**src/pkg/sam_pkg.sv**
```systemverilog
// Purpose: Shared constants and types for the SPI address map register bank.
// Assumes: Six-bit register address space behind a one-byte SPI header.
// Notes: Every offset, field position and reset value is named here once.
package sam_pkg;
	// ==========================================================
	// Header layout and access-type offsets
	localparam int SAM_ADDR_W = 6;
	localparam int SAM_HDR_READ_BIT = 7;
	localparam int SAM_HDR_BURST_BIT = 6;
	localparam logic [7:0] SAM_ACC_SINGLE_WR = 8'h00;
	localparam logic [7:0] SAM_ACC_BURST_WR = 8'h40;
	localparam logic [7:0] SAM_ACC_SINGLE_RD = 8'h80;
	localparam logic [7:0] SAM_ACC_BURST_RD = 8'hc0;

	// ==========================================================
	// Address map
	localparam logic [5:0] SAM_PIN2_OFS = 6'h00;
	localparam logic [5:0] SAM_PIN1_OFS = 6'h01;
	localparam logic [5:0] SAM_PIN0_OFS = 6'h02;
	localparam logic [5:0] SAM_CFG_LAST = 6'h2e;
	localparam int SAM_CFG_COUNT = 47;
	localparam logic [5:0] SAM_STROBE_FIRST = 6'h30;
	localparam logic [5:0] SAM_STROBE_LAST = 6'h3d;
	localparam logic [5:0] SAM_PA_TABLE_OFS = 6'h3e;
	localparam logic [5:0] SAM_FIFO_OFS = 6'h3f;
	localparam logic [5:0] SAM_PART_NUMBER_OFS = 6'h30;
	localparam logic [5:0] SAM_VERSION_OFS = 6'h31;
	localparam logic [5:0] SAM_FREQ_EST_OFS = 6'h32;
	localparam logic [5:0] SAM_CRC_OFS = 6'h33;
	localparam logic [5:0] SAM_SIG_STRENGTH_OFS = 6'h34;
	localparam logic [5:0] SAM_RADIO_STATE_OFS = 6'h35;
	localparam logic [5:0] SAM_PACKET_STATUS_OFS = 6'h38;
	localparam logic [5:0] SAM_TX_BYTES_OFS = 6'h3a;
	localparam logic [5:0] SAM_RX_BYTES_OFS = 6'h3b;

	// ==========================================================
	// Command strobes, indexed by address minus the first strobe address
	localparam int SAM_STROBE_W = 14;
	localparam int SAM_STB_RESET = 0;
	localparam int SAM_STB_SYNTH_ON = 1;
	localparam int SAM_STB_OSC_OFF = 2;
	localparam int SAM_STB_CALIBRATE = 3;
	localparam int SAM_STB_RECEIVE = 4;
	localparam int SAM_STB_TRANSMIT = 5;
	localparam int SAM_STB_GO_IDLE = 6;
	localparam int SAM_STB_POWER_DOWN = 9;
	localparam int SAM_STB_FLUSH_RX = 10;
	localparam int SAM_STB_FLUSH_TX = 11;
	localparam int SAM_STB_NO_OP = 13;
	localparam logic [13:0] SAM_STROBE_VALID = 14'h2e7f;

	// ==========================================================
	// Pin configuration fields and reset values
	localparam int SAM_INV_BIT = 6;
	localparam int SAM_DS_BIT = 7;
	localparam int SAM_UNUSED_BIT = 7;
	localparam logic [7:0] SAM_PIN2_RESET = 8'h29;
	localparam logic [7:0] SAM_PIN1_RESET = 8'h2e;
	localparam logic [7:0] SAM_PIN0_RESET = 8'h3f;
	localparam logic [7:0] SAM_CFG_OTHER_RESET = 8'h00;
	localparam int SAM_PA_DEPTH = 8;

	// ==========================================================
	// Types
	typedef enum logic [5:0] {
		SAM_K_NONE = 6'h01,
		SAM_K_CFG = 6'h02,
		SAM_K_STROBE = 6'h04,
		SAM_K_STATUS = 6'h08,
		SAM_K_PA = 6'h10,
		SAM_K_FIFO = 6'h20
	} sam_kind_e;

	typedef enum logic [2:0] {
		SAM_ST_HDR = 3'h1,
		SAM_ST_DATA = 3'h2,
		SAM_ST_DONE = 3'h4
	} sam_state_e;

	function automatic logic [7:0] sam_cfg_reset(input int idx);
		if (idx == int'(SAM_PIN2_OFS)) begin
			return SAM_PIN2_RESET;
		end else if (idx == int'(SAM_PIN1_OFS)) begin
			return SAM_PIN1_RESET;
		end else if (idx == int'(SAM_PIN0_OFS)) begin
			return SAM_PIN0_RESET;
		end
		return SAM_CFG_OTHER_RESET;
	endfunction
endpackage

```
**src/pkg/sam_dec_if.sv**
```systemverilog
// Purpose: Carries a header's address and access type to the decoder and the kind back.
// Assumes: Purely combinational path inside one clock domain.
// Notes: None.
`timescale 1ns/1ps
interface sam_dec_if import sam_pkg::*; ();
	logic [5:0] addr;
	logic is_read;
	logic is_burst;
	sam_kind_e kind;
	modport decoder(input addr, input is_read, input is_burst, output kind);
	modport user(output addr, output is_read, output is_burst, input kind);
endinterface

```
**src/rtl/sam_decode.sv**
```systemverilog
// Purpose: Classifies an address and access type into the kind of target it reaches.
// Assumes: Address and access bits are stable in the cycle they are read.
// Notes: Burst writes into the strobe range reach nothing.
`timescale 1ns/1ps
module sam_decode
	import sam_pkg::*;
(
	// Decode request and result
	sam_dec_if.decoder dec
);
	logic [3:0] stb_idx;

	// ==========================================================
	// Address classification
	always_comb begin
		stb_idx = 4'(dec.addr - SAM_STROBE_FIRST);
		dec.kind = SAM_K_NONE;
		if (dec.addr <= SAM_CFG_LAST) begin
			dec.kind = SAM_K_CFG;
		end else if (dec.addr >= SAM_STROBE_FIRST && dec.addr <= SAM_STROBE_LAST) begin
			if (dec.is_burst) begin
				dec.kind = dec.is_read ? SAM_K_STATUS : SAM_K_NONE;
			end else if (SAM_STROBE_VALID[stb_idx]) begin
				dec.kind = SAM_K_STROBE;
			end
		end else if (dec.addr == SAM_PA_TABLE_OFS) begin
			dec.kind = SAM_K_PA;
		end else if (dec.addr == SAM_FIFO_OFS) begin
			dec.kind = SAM_K_FIFO;
		end
	end
endmodule // sam_decode

```
**src/rtl/sam_regbank.sv**
```systemverilog
// Purpose: SPI slave that decodes the address space into registers, strobes, status and FIFO ports.
// Assumes: SPI mode 0, clk at least eight times faster than the serial clock.
// Notes: All SPI pins are synchronised, so the serial clock is sampled, not used as a clock.
//
// Operation
// - Header adds 0x00/0x40/0x80/0xC0 access offsets.
// - Sixty-four addresses decoded from the header.
// - Single accesses in upper range are strobes, bar 0x37/0x38/0x3C.
// - 0x30 reset strobe, 0x31 synth on strobe.
// - Burst reads return packet, tx, rx status.
// - 0x3E reaches power table in every mode.
// - 0x3F writes push tx, reads pop rx.
// - Configuration registers keep contents during sleep.
// - Bit 6 inverts each pin, resets zero.
// - Pin 2 selects chip ready; bit7 reads zero.
// - Pin 1 select resets to high impedance.
// - Pin 1 bit 7 sets drive strength.
// - Pin 0 select resets to clock/192.
`timescale 1ns/1ps
module sam_regbank
	import sam_pkg::*;
#(
	parameter int PA_DEPTH = SAM_PA_DEPTH,
	parameter logic [7:0] PART_NUMBER = 8'h00,
	parameter logic [7:0] VERSION = 8'h01
)(
	// Clock and reset
	input wire logic clk,
	input wire logic sys_rst,
	// SPI pins
	input wire logic spi_sclk,
	input wire logic spi_cs_n,
	input wire logic spi_mosi,
	output logic spi_miso,
	output logic spi_miso_oe,
	// Pin configuration
	output logic [7:0] pin2_output_config,
	output logic [7:0] pin1_output_config,
	output logic [7:0] pin0_output_config,
	output logic [PA_DEPTH*8-1:0] power_amp_table,
	// Command strobes
	output logic [SAM_STROBE_W-1:0] command_strobe,
	// FIFO ports
	output logic tx_push,
	output logic [7:0] tx_data,
	output logic rx_pop,
	input wire logic [7:0] rx_data,
	// Status inputs
	input wire logic [7:0] frequency_offset_estimate,
	input wire logic [7:0] crc_status,
	input wire logic [7:0] signal_strength_status,
	input wire logic [7:0] radio_state_status,
	input wire logic [7:0] packet_status,
	input wire logic [7:0] tx_byte_count,
	input wire logic [7:0] rx_byte_count
);
	localparam int PA_IDX_W = (PA_DEPTH > 1) ? $clog2(PA_DEPTH) : 1;

	// ==========================================================
	// Pin synchronisers and edge detection
	logic sclk_s1_r, sclk_s2_r, sclk_s3_r;
	logic cs_s1_r, cs_s2_r;
	logic mosi_s1_r, mosi_s2_r;

	always_ff @(posedge clk) begin
		if (sys_rst) begin
			sclk_s1_r <= 1'b0;
			sclk_s2_r <= 1'b0;
			sclk_s3_r <= 1'b0;
			cs_s1_r <= 1'b1;
			cs_s2_r <= 1'b1;
			mosi_s1_r <= 1'b0;
			mosi_s2_r <= 1'b0;
		end else begin
			sclk_s1_r <= spi_sclk;
			sclk_s2_r <= sclk_s1_r;
			sclk_s3_r <= sclk_s2_r;
			cs_s1_r <= spi_cs_n;
			cs_s2_r <= cs_s1_r;
			mosi_s1_r <= spi_mosi;
			mosi_s2_r <= mosi_s1_r;
		end
	end

	logic cs_act, sclk_rise, sclk_fall, byte_done;
	logic [2:0] bit_cnt_r;
	logic [6:0] in_shift_r;
	logic [7:0] byte_in;
	assign cs_act = ~cs_s2_r;
	assign sclk_rise = cs_act & sclk_s2_r & ~sclk_s3_r;
	assign sclk_fall = cs_act & ~sclk_s2_r & sclk_s3_r;
	assign byte_in = {in_shift_r, mosi_s2_r};
	assign byte_done = sclk_rise && (bit_cnt_r == 3'h7);

	// ==========================================================
	// Byte assembly
	always_ff @(posedge clk) begin
		if (sys_rst || !cs_act) begin
			bit_cnt_r <= 3'h0;
			in_shift_r <= 7'h00;
		end else if (sclk_rise) begin
			bit_cnt_r <= bit_cnt_r + 3'h1;
			in_shift_r <= byte_in[6:0];
		end
	end

	// ==========================================================
	// Header capture and decode
	sam_state_e st_r;
	logic [5:0] addr_r;
	logic rd_r, burst_r;
	logic [PA_IDX_W-1:0] pa_idx_r;
	sam_dec_if dec();
	logic hdr_done, data_done;
	assign hdr_done = byte_done && (st_r == SAM_ST_HDR);
	assign data_done = byte_done && (st_r == SAM_ST_DATA);
	// The decoder looks at the live header byte so that strobes, the rx pop and the next state are decided as the header completes.
	assign dec.addr = (st_r == SAM_ST_HDR) ? byte_in[5:0] : addr_r;
	assign dec.is_read = (st_r == SAM_ST_HDR) ? byte_in[SAM_HDR_READ_BIT] : rd_r;
	assign dec.is_burst = (st_r == SAM_ST_HDR) ? byte_in[SAM_HDR_BURST_BIT] : burst_r;

	sam_decode u_decode (
		.dec(dec)
	);

	logic next_in_cfg;
	logic [5:0] addr_nxt;
	logic [PA_IDX_W-1:0] pa_idx_nxt;
	assign next_in_cfg = (dec.kind == SAM_K_CFG);
	assign addr_nxt = next_in_cfg ? 6'(addr_r + 6'h01) : addr_r;
	assign pa_idx_nxt = (pa_idx_r == PA_IDX_W'(PA_DEPTH - 1)) ? '0 : PA_IDX_W'(pa_idx_r + 1'b1);

	always_ff @(posedge clk) begin
		if (sys_rst || !cs_act) begin
			st_r <= SAM_ST_HDR;
			addr_r <= 6'h00;
			rd_r <= 1'b0;
			burst_r <= 1'b0;
		end else if (hdr_done) begin
			addr_r <= byte_in[5:0];
			rd_r <= byte_in[SAM_HDR_READ_BIT];
			burst_r <= byte_in[SAM_HDR_BURST_BIT];
			st_r <= (dec.kind == SAM_K_STROBE) ? SAM_ST_DONE : SAM_ST_DATA;
		end else if (data_done) begin
			addr_r <= addr_nxt;
			st_r <= burst_r ? SAM_ST_DATA : SAM_ST_DONE;
		end
	end

	// ==========================================================
	// Power table index, restarted at every chip select
	always_ff @(posedge clk) begin
		if (sys_rst || !cs_act) begin
			pa_idx_r <= '0;
		end else if (data_done && dec.kind == SAM_K_PA) begin
			pa_idx_r <= pa_idx_nxt;
		end
	end

	// ==========================================================
	// Command strobes
	logic [3:0] stb_idx;
	assign stb_idx = 4'(byte_in[5:0] - SAM_STROBE_FIRST);
	always_ff @(posedge clk) begin
		if (sys_rst) begin
			command_strobe <= '0;
		end else begin
			command_strobe <= '0;
			if (hdr_done && dec.kind == SAM_K_STROBE) begin
				command_strobe[stb_idx] <= 1'b1;
			end
		end
	end

	// ==========================================================
	// Configuration registers
	// Only a reset clears them; no sleep input exists, so contents survive sleep.
	logic [7:0] cfg_r [SAM_CFG_COUNT];
	logic cfg_wr, cfg_clr;
	assign cfg_wr = data_done && !rd_r && dec.kind == SAM_K_CFG;
	assign cfg_clr = hdr_done && dec.kind == SAM_K_STROBE && stb_idx == 4'(SAM_STB_RESET);
	always_ff @(posedge clk) begin
		if (sys_rst || cfg_clr) begin
			for (int i = 0; i < SAM_CFG_COUNT; i++) begin
				cfg_r[i] <= sam_cfg_reset(i);
			end
		end else if (cfg_wr) begin
			cfg_r[addr_r] <= byte_in;
			if (addr_r == SAM_PIN2_OFS) begin
				cfg_r[addr_r][SAM_UNUSED_BIT] <= 1'b0;
			end
		end
	end
	assign pin2_output_config = cfg_r[SAM_PIN2_OFS];
	assign pin1_output_config = cfg_r[SAM_PIN1_OFS];
	// The clock output stays on until the host turns it off during its own setup.
	assign pin0_output_config = cfg_r[SAM_PIN0_OFS];

	// ==========================================================
	// Power table and transmit FIFO writes
	always_ff @(posedge clk) begin
		if (sys_rst) begin
			power_amp_table <= '0;
		end else if (data_done && !rd_r && dec.kind == SAM_K_PA) begin
			power_amp_table[pa_idx_r*8 +: 8] <= byte_in;
		end
	end

	always_ff @(posedge clk) begin
		if (sys_rst) begin
			tx_push <= 1'b0;
			tx_data <= 8'h00;
		end else begin
			tx_push <= data_done && !rd_r && dec.kind == SAM_K_FIFO;
			if (data_done && !rd_r && dec.kind == SAM_K_FIFO) begin
				tx_data <= byte_in;
			end
		end
	end

	// ==========================================================
	// Read path
	function automatic logic [7:0] read_byte(input logic [5:0] a, input logic burst,
			input logic [PA_IDX_W-1:0] pi);
		logic [7:0] v;
		v = 8'h00;
		if (a <= SAM_CFG_LAST) begin
			v = cfg_r[a];
		end else if (a == SAM_PA_TABLE_OFS) begin
			v = power_amp_table[pi*8 +: 8];
		end else if (a == SAM_FIFO_OFS) begin
			v = rx_data;
		end else if (burst) begin
			case (a)
				SAM_PART_NUMBER_OFS: v = PART_NUMBER;
				SAM_VERSION_OFS: v = VERSION;
				SAM_FREQ_EST_OFS: v = frequency_offset_estimate;
				SAM_CRC_OFS: v = crc_status;
				SAM_SIG_STRENGTH_OFS: v = signal_strength_status;
				SAM_RADIO_STATE_OFS: v = radio_state_status;
				SAM_PACKET_STATUS_OFS: v = packet_status;
				SAM_TX_BYTES_OFS: v = tx_byte_count;
				SAM_RX_BYTES_OFS: v = rx_byte_count;
				default: v = 8'h00;
			endcase
		end
		return v;
	endfunction

	logic load_hdr, load_next;
	logic [7:0] out_shift_r, load_val;
	assign load_hdr = hdr_done && byte_in[SAM_HDR_READ_BIT];
	assign load_next = data_done && rd_r && burst_r;

	always_comb begin
		load_val = read_byte(addr_nxt, 1'b1, (dec.kind == SAM_K_PA) ? pa_idx_nxt : pa_idx_r);
		if (load_hdr) begin
			load_val = read_byte(byte_in[5:0], byte_in[SAM_HDR_BURST_BIT], pa_idx_r);
		end
	end

	always_ff @(posedge clk) begin
		if (sys_rst) begin
			out_shift_r <= 8'h00;
			spi_miso <= 1'b0;
			rx_pop <= 1'b0;
		end else begin
			rx_pop <= (load_hdr || load_next) && dec.kind == SAM_K_FIFO;
			if (load_hdr || load_next) begin
				out_shift_r <= load_val;
				spi_miso <= load_val[7];
			end else if (sclk_fall && bit_cnt_r != 3'h0) begin
				// A byte's first bit must stand through the fall that closes the byte before it.
				out_shift_r <= {out_shift_r[6:0], 1'b0};
				spi_miso <= out_shift_r[6];
			end else if (!cs_act) begin
				out_shift_r <= 8'h00;
				spi_miso <= 1'b0;
			end
		end
	end

	always_ff @(posedge clk) begin
		if (sys_rst) begin
			spi_miso_oe <= 1'b0;
		end else begin
			spi_miso_oe <= cs_act;
		end
	end
endmodule // sam_regbank

```
**config.mk**
```make
export PLATFORM = sky130hd
export DESIGN_NAME = sam_regbank
export DESIGN_NICKNAME = d
export VERILOG_FILES = /design/src/pkg/sam_pkg.sv /design/src/pkg/sam_dec_if.sv /design/src/rtl/sam_decode.sv /design/src/rtl/sam_regbank.sv
export SDC_FILE = /design/constraint.sdc
export NUM_CORES = 1
export LEC_CHECK = 0
export BUFFER_PORTS_ARGS = -buffer_cell sky130_fd_sc_hd__buf_4
export CORE_MARGIN = 3
export CORE_UTILIZATION = 30
export DETAILED_ROUTE_END_ITERATION = 7
export PLACE_DENSITY = 0.53
export SETUP_SLACK_MARGIN = 0.15
export SYNTH_ARGS = -nofsm -noshare
export SYNTH_HDL_FRONTEND = slang
export SYNTH_SLANG_ARGS = --single-unit
```
**constraint.sdc**
```tcl
create_clock -name clk -period 10.79 [get_ports clk]
set_input_delay 1.079 -clock clk [delete_from_list [all_inputs] [get_ports clk]]
set_output_delay 1.079 -clock clk [all_outputs]
set_load 0.02 [all_outputs]
```
# --- Yosys cells after proc, flatten, opt, wreduce, memory -nomap -nowiden ---
# Memories as Yosys holds them, arrays and structs flattened.
# Index checks and enable logic that the tools add are counted.
word_totals:
  rom_bits: 16
  mem_count: 2
  out_inout_bits: 114
  reg_bits: 128
  word_cells: 168
  ram_bits: 376
memory_table:
  columns: ["memory", "depth", "width", "rd", "rd_clocked_by_memory_dff", "wr", "line_no", "source"]
  rows:
  - ["cfg_r", 47, 8, 5, 0, 47, "sam_regbank.sv:178", "logic [7:0] cfg_r [SAM_CFG_COUNT];"]
  - ["(no name shown)", 16, 1, 1, 0, 0, "sam_decode.sv:23", "end else if (SAM_STROBE_VALID[stb_idx]) begin"]
classes:
  mux: 59
  reduce_logical: 28
  addsub: 6
  bitwise: 9
  shifts: 4
  eq_ne: 30
  magnitude_cmp: 8
op_table:
  columns: ["op", "count"]
  rows:
  - ["equality test 6 bit, second input constant", 23]
  - ["one-hot mux 8 bit (8 select lines)", 2]
  - ["indexed part select 64 x 7 -> 8 bit", 2]
  - ["2-to-1 mux 8 bit", 12]
  - ["2-to-1 mux 6 bit", 13]
  - ["bitwise mux 64 bit", 1]
  - ["variable shift 8 x 34 -> 64 bit, first input constant", 1]
  - ["indexed part select 8 x 34 -> 64 bit", 1]
  - ["negator 6 -> 34 bit", 1]
  - ["less-or-equal comparator 6 bit, second input constant", 4]
  - ["2-to-1 mux 3 bit", 7]
  - ["2-to-1 mux 7 bit", 3]
  - ["2-to-1 mux 1 bit", 18]
  - ["logical AND 1 bit", 17]
  - ["less-than comparator 4 x 5 -> 1 bit, second input constant", 2]
  - ["OR reduction 8 bit", 1]
  - ["subtractor 4 x 1 -> 4 bit, second input constant", 2]
  - ["adder 3 x 1 -> 3 bit, second input constant", 2]
  - ["adder 6 x 1 -> 6 bit, second input constant", 1]
  - ["equality test 3 bit, second input constant", 2]
  - ["equality test 6 x 2 -> 1 bit, second input constant", 1]
  - ["equality test 6 x 3 -> 1 bit, second input constant", 1]
  - ["equality test 6 x 5 -> 1 bit, second input constant", 1]
  - [">= comparator 6 bit, second input constant", 1]
  - ["other kinds (16)", 25]

# --- Depth between registers and ports, before layout ---
logic_depth:
  ltp_word: 18
  ltp_mapped: 17
  mapped_depth_nobuf: 11

# --- Modules after synthesis ---
# A second synthesis with hierarchy kept.
hier_totals:
  hier_cells: 2679
  area_unflattened_um2: 30006.3
modules_own_cells:
  columns: ["module", "area_each_um2", "n_inst", "seq_area_each_um2", "cells_each"]
  rows:
  - ["sam_regbank", 29908.7, 1, 14093.5, 2660]
  - ["sam_decode", 97.6, 1, 0.0, 19]

# --- Worst setup path after synthesis ---
# Ideal clock, no wire load.
synth_path:
  path_type: "reg-to-reg"
  start: "register addr_r[0]"
  end: "register out_shift_r[6]"
  path_slack_ns: 6.605
  stages_incl_launch_ff: 17
  synth_period_minus_slack_ns: 4.185
  t_required_ns: 10.675
  arrival_ns: 4.070
  n_path_buf: 7
  path_cell_list: "dfxtp_1 -> clkbuf_1 -> clkbuf_1 -> inv_1 -> clkbuf_1 -> clkbuf_1 -> ha_1 -> buf_2 -> buf_1 -> clkbuf_1 -> mux2i_1 -> nor2_1 -> a221oi_1 -> mux2i_1 -> a2111oi_0 -> nor3_1 -> o21a_1"
synth_between:
  elab_chain_len: 17
  word_cells_on_any_way: 40
  classes_between: "add/sub (2); order compare (4); eq/ne (14); shift (1); mux (16); reduce/logical (1); memory (2)"
synth_lines:
  columns: ["element", "line_no", "source"]
  rows:
  - ["start: declaration", "sam_regbank.sv:110", "logic [5:0] addr_r;"]
  - ["start signal: assignment", "sam_regbank.sv:140", "addr_r <= byte_in[5:0];"]
  - ["start signal: assignment", "sam_regbank.sv:145", "addr_r <= addr_nxt;"]
  - ["branches (longest 14 deep; another with subtractor 4 x 1 -> 4 bit)", null, null]
  - ["2-to-1 mux 8 bit (*)", "sam_regbank.sv:227", "if (a <= SAM_CFG_LAST) begin"]
  - ["2-to-1 mux 8 bit (*)", "sam_regbank.sv:257", "if (load_hdr) begin"]
  - ["2-to-1 mux 7 bit (*)", "sam_regbank.sv:269", "if (load_hdr || load_next) begin"]
  - ["end signal: assignment", "sam_regbank.sv:270", "out_shift_r <= load_val;"]
  - ["end signal: assignment", "sam_regbank.sv:274", "out_shift_r <= {out_shift_r[6:0], 1'b0};"]
  - ["end: declaration", "sam_regbank.sv:251", "logic [7:0] out_shift_r, load_val;"]
# Mark *: on every way between the ends. The select of a mux whose other input is x is not followed.
# A chain may end at the register's enable or synchronous reset.

# --- Final worst setup path ---
layout_path:
  start: "register addr_r[1]"
  end: "register spi_miso"
layout_between:
  elab_chain_len: 17
  word_cells_on_any_way: 40
  classes_between: "add/sub (2); order compare (4); eq/ne (14); shift (1); mux (16); reduce/logical (1); memory (2)"
layout_lines:
  columns: ["element", "line_no", "source"]
  rows:
  - ["branches (longest 14 deep; another with subtractor 4 x 1 -> 4 bit)", null, null]
  - ["2-to-1 mux 8 bit (*)", "sam_regbank.sv:227", null]
  - ["2-to-1 mux 8 bit (*)", "sam_regbank.sv:257", null]
  - ["2-to-1 mux 1 bit (*)", "sam_regbank.sv:269", null]
  - ["end signal: assignment", "sam_regbank.sv:271", "spi_miso <= load_val[7];"]
  - ["end signal: assignment", "sam_regbank.sv:275", "spi_miso <= out_shift_r[6];"]
  - ["end: declaration", "sam_regbank.sv:34", "output logic spi_miso,"]
# Marks and branches as above.

==> summary.txt <==
async set or reset register ratio after synthesis: 0
drt total wl: 131 mm
maximum clock path buffer count: 3
first-pass GRT wire length: 188 mm
most common cell after layout, fill and taps aside: edfxtp_1
Yosys top cell area share: 0.376
HPWL after DPL: 88.1 mm
Synth area leaders: edfxtp_1, mux4_2, dfxtp_1
Post-CTS Setup Inserts: 0
most frequent cells in the layout: edfxtp_1, and3_1, nand2_1
core area: 101000 µm²
# fillers: 10100
area of the multi-input gates: 15500 µm²
post-synthesis cell count: 2878
hold buffer count at cts: 0
Max-cap violations: 0
number of global-route vias before repair: 25200
RSZ-0062 raised after global routing: false
final net count: 2971
fmax: 164 MHz
Synth Register Bits: 512
drt pass-1 iters: 8
Final Hold Vio Count: 0
clock slew at reported path FFs: 0.06 ns
antenna violations before repair: 5
routed vias/inst: 6.22
crit end category: register
Crit path required time: 11.28 ns
via count: 26700
Post-synth EDFFs: 384
maximum vdd drop: 0.114 mV
root buffer cell: clkbuf_16
Pwr Total: 0.00449 W
starting density of the core: 0.304
Setup violations, final: 0
violated checks: DRC
power per standard cell area: 128 nW/µm²
Register Area: 14100 µm²
Routed Antenna Nets: 0
CP max FO: 43
drt wl/cell: 30.6 µm
CTS tree: yes
Initial DRC Count: 4427
Tcrit/Tclk final: 0.564
Clock Sinks: 512
sequential share of the synthesized area: 0.460
Slew HR: 0.0347
Main synth FF type: edfxtp_1
type of the worst min-delay path: register to register
Chip Width: 326 µm
fin crit period: 6.09 ns
Critical Path AT: 6.57 ns
I/O pin count: 183
cts bufs inserted: 58
fin worst setup slack: 4.70 ns
dpl ws: 4.96 ns
Worst-Margin Slew: 1.41 ns
GP Congestion: 0.946
Worst setup SP type: register
H-tree depth: 2
Cell Area, Synth: 30700 µm²
DRC violations left: 4
PortBufs: 182
Syn Area/Cell: 10.7 µm²
Setup TNS: 0 ns
post-synthesis cell type count: 96
Rows: 116
YS warnings: 0
largest net degree at the start of global routing: 124
Leak: 12.5 nW
clock skew: 0.0216 ns
layout cells sized above 1: 0.193
status: finished with violations
most area-hungry cell type in the Yosys netlist: edfxtp_1
cts repair resizes: 0
DIE AREA: 106000 µm²
Die H: 326 µm
max-slew violation total from the final report: 0
All-Layer GR Usage: 0.238
area grow syn2layout: 14.5%
GRT overflow: 0
clk_lat worst skew: 0.64 ns
Worst Setup Path Type: register to register
cell families (layout without fill, tap and decap cells):
logic type / Yosys count / count (layout) / synth area share
simple gates: 1036 / 1036 / 0.174
compound gates: 658 / 658 / 0.151
flops: 512 / 512 / 0.460
mux: 334 / 334 / 0.167
buf+inv: 323 / 373 / 0.0429
fa+ha+maj: 9 / 9 / 0.00367
xor+xnor: 5 / 5 / 0.00167
other cells: 1 / 12 / 0.000122
metrics by stage:
step / std cells / hold WS (ns) / util / instance area (µm²)
final: 4296 / 0.423 / 0.349 / 35100
after global routing: 4295 / 0.443 / 0.349 / 35100
after CTS: 4295 / 0.422 / 0.349 / 35100
after detailed placement: 4190 / 0.400 / 0.330 / 33300
after global placement: 4190 / 0.408 / 0.330 / 33300
after floorplan: 2888 / 0.389 / - / 30700
power by group:
group,switching (W),total [W],internal (W)
Combinational,0.000139,0.000237,0.0000985
Sequential,0.0000816,0.00227,0.00219
Clock,0.000850,0.00198,0.00113
Total,0.00107,0.00449,0.00342
final timing paths:
path,from,end,slack (ns),cells past startpoint
worst min register to register,cs_s1_r,cs_s2_r,0.42,1
worst max-delay path,addr_r[1],spi_miso,4.70,12
worst max register to register,addr_r[1],spi_miso,4.70,12
worst min-delay path,cs_s1_r,cs_s2_r,0.42,1
area by class of cell:
class                           instances  area share
Inverter                               13     0.00139
Tap cell                             1357      0.0484
Multi-Input combinational cell       2053       0.441
Antenna cell                            1   0.0000713
Sequential cell                       512       0.402
Clock buffer                           78      0.0446
Timing Repair Buffer                  255      0.0549
Clock inverter                         27     0.00777
registers in the layout, indices dropped and copies added (netlist names), 3 cells and up:
name	cells
bit_cnt_r	3
out_shift_r	7
tx_data	8
st_r	3
addr_r	6
power_amp_table	64
command_strobe	14
in_shift_r	7
cfg_r	384
pa_idx_r	3
cell usage after synthesis (14+ instances only):
cell         n
edfxtp_1   384
and3_1     329
nand2_1    276
clkbuf_1   227
nor2_1     199
mux2i_1    178
a21oi_1    162
mux4_2     140
dfxtp_1    128
a22oi_1     93
o21ai_0     69
a221oi_1    62
nand3_1     59
buf_2       40
buf_1       33
a31oi_1     32
nor3_1      30
o22ai_1     30
a211oi_1    23
nor2b_1     22
a222oi_1    18
and2_1      16
or2_2       16
mux2_2      15
nand2b_1    15
o221ai_1    14
o2bb2ai_1   14
metal layers:
| metal | routed length (µm) | GRT usage | up-vias |
|---|---|---|---|
| met5 | 9 | 0 | - |
| met4 | 5890 | 0.0925 | 2 |
| met3 | 14800 | 0.0534 | 301 |
| met2 | 57800 | 0.362 | 1747 |
| met1 | 52800 | 0.328 | 13400 |
| li1 | - | - | 11300 |
critical path, cell delays in order (launching register included):
cell	delay, ns
dfxtp_4	0.58
clkinv_1	0.38
ha_4	0.89
buf_4	0.75
inv_1	0.31
nand2_1	0.20
a21oi_1	0.06
buf_4	0.25
nor2_1	0.63
nor3_1	0.30
a221o_1	0.35
a2111oi_0	0.98
a31oi_1	0.18
No activity file was read; power rests on OpenSTA's default activity.
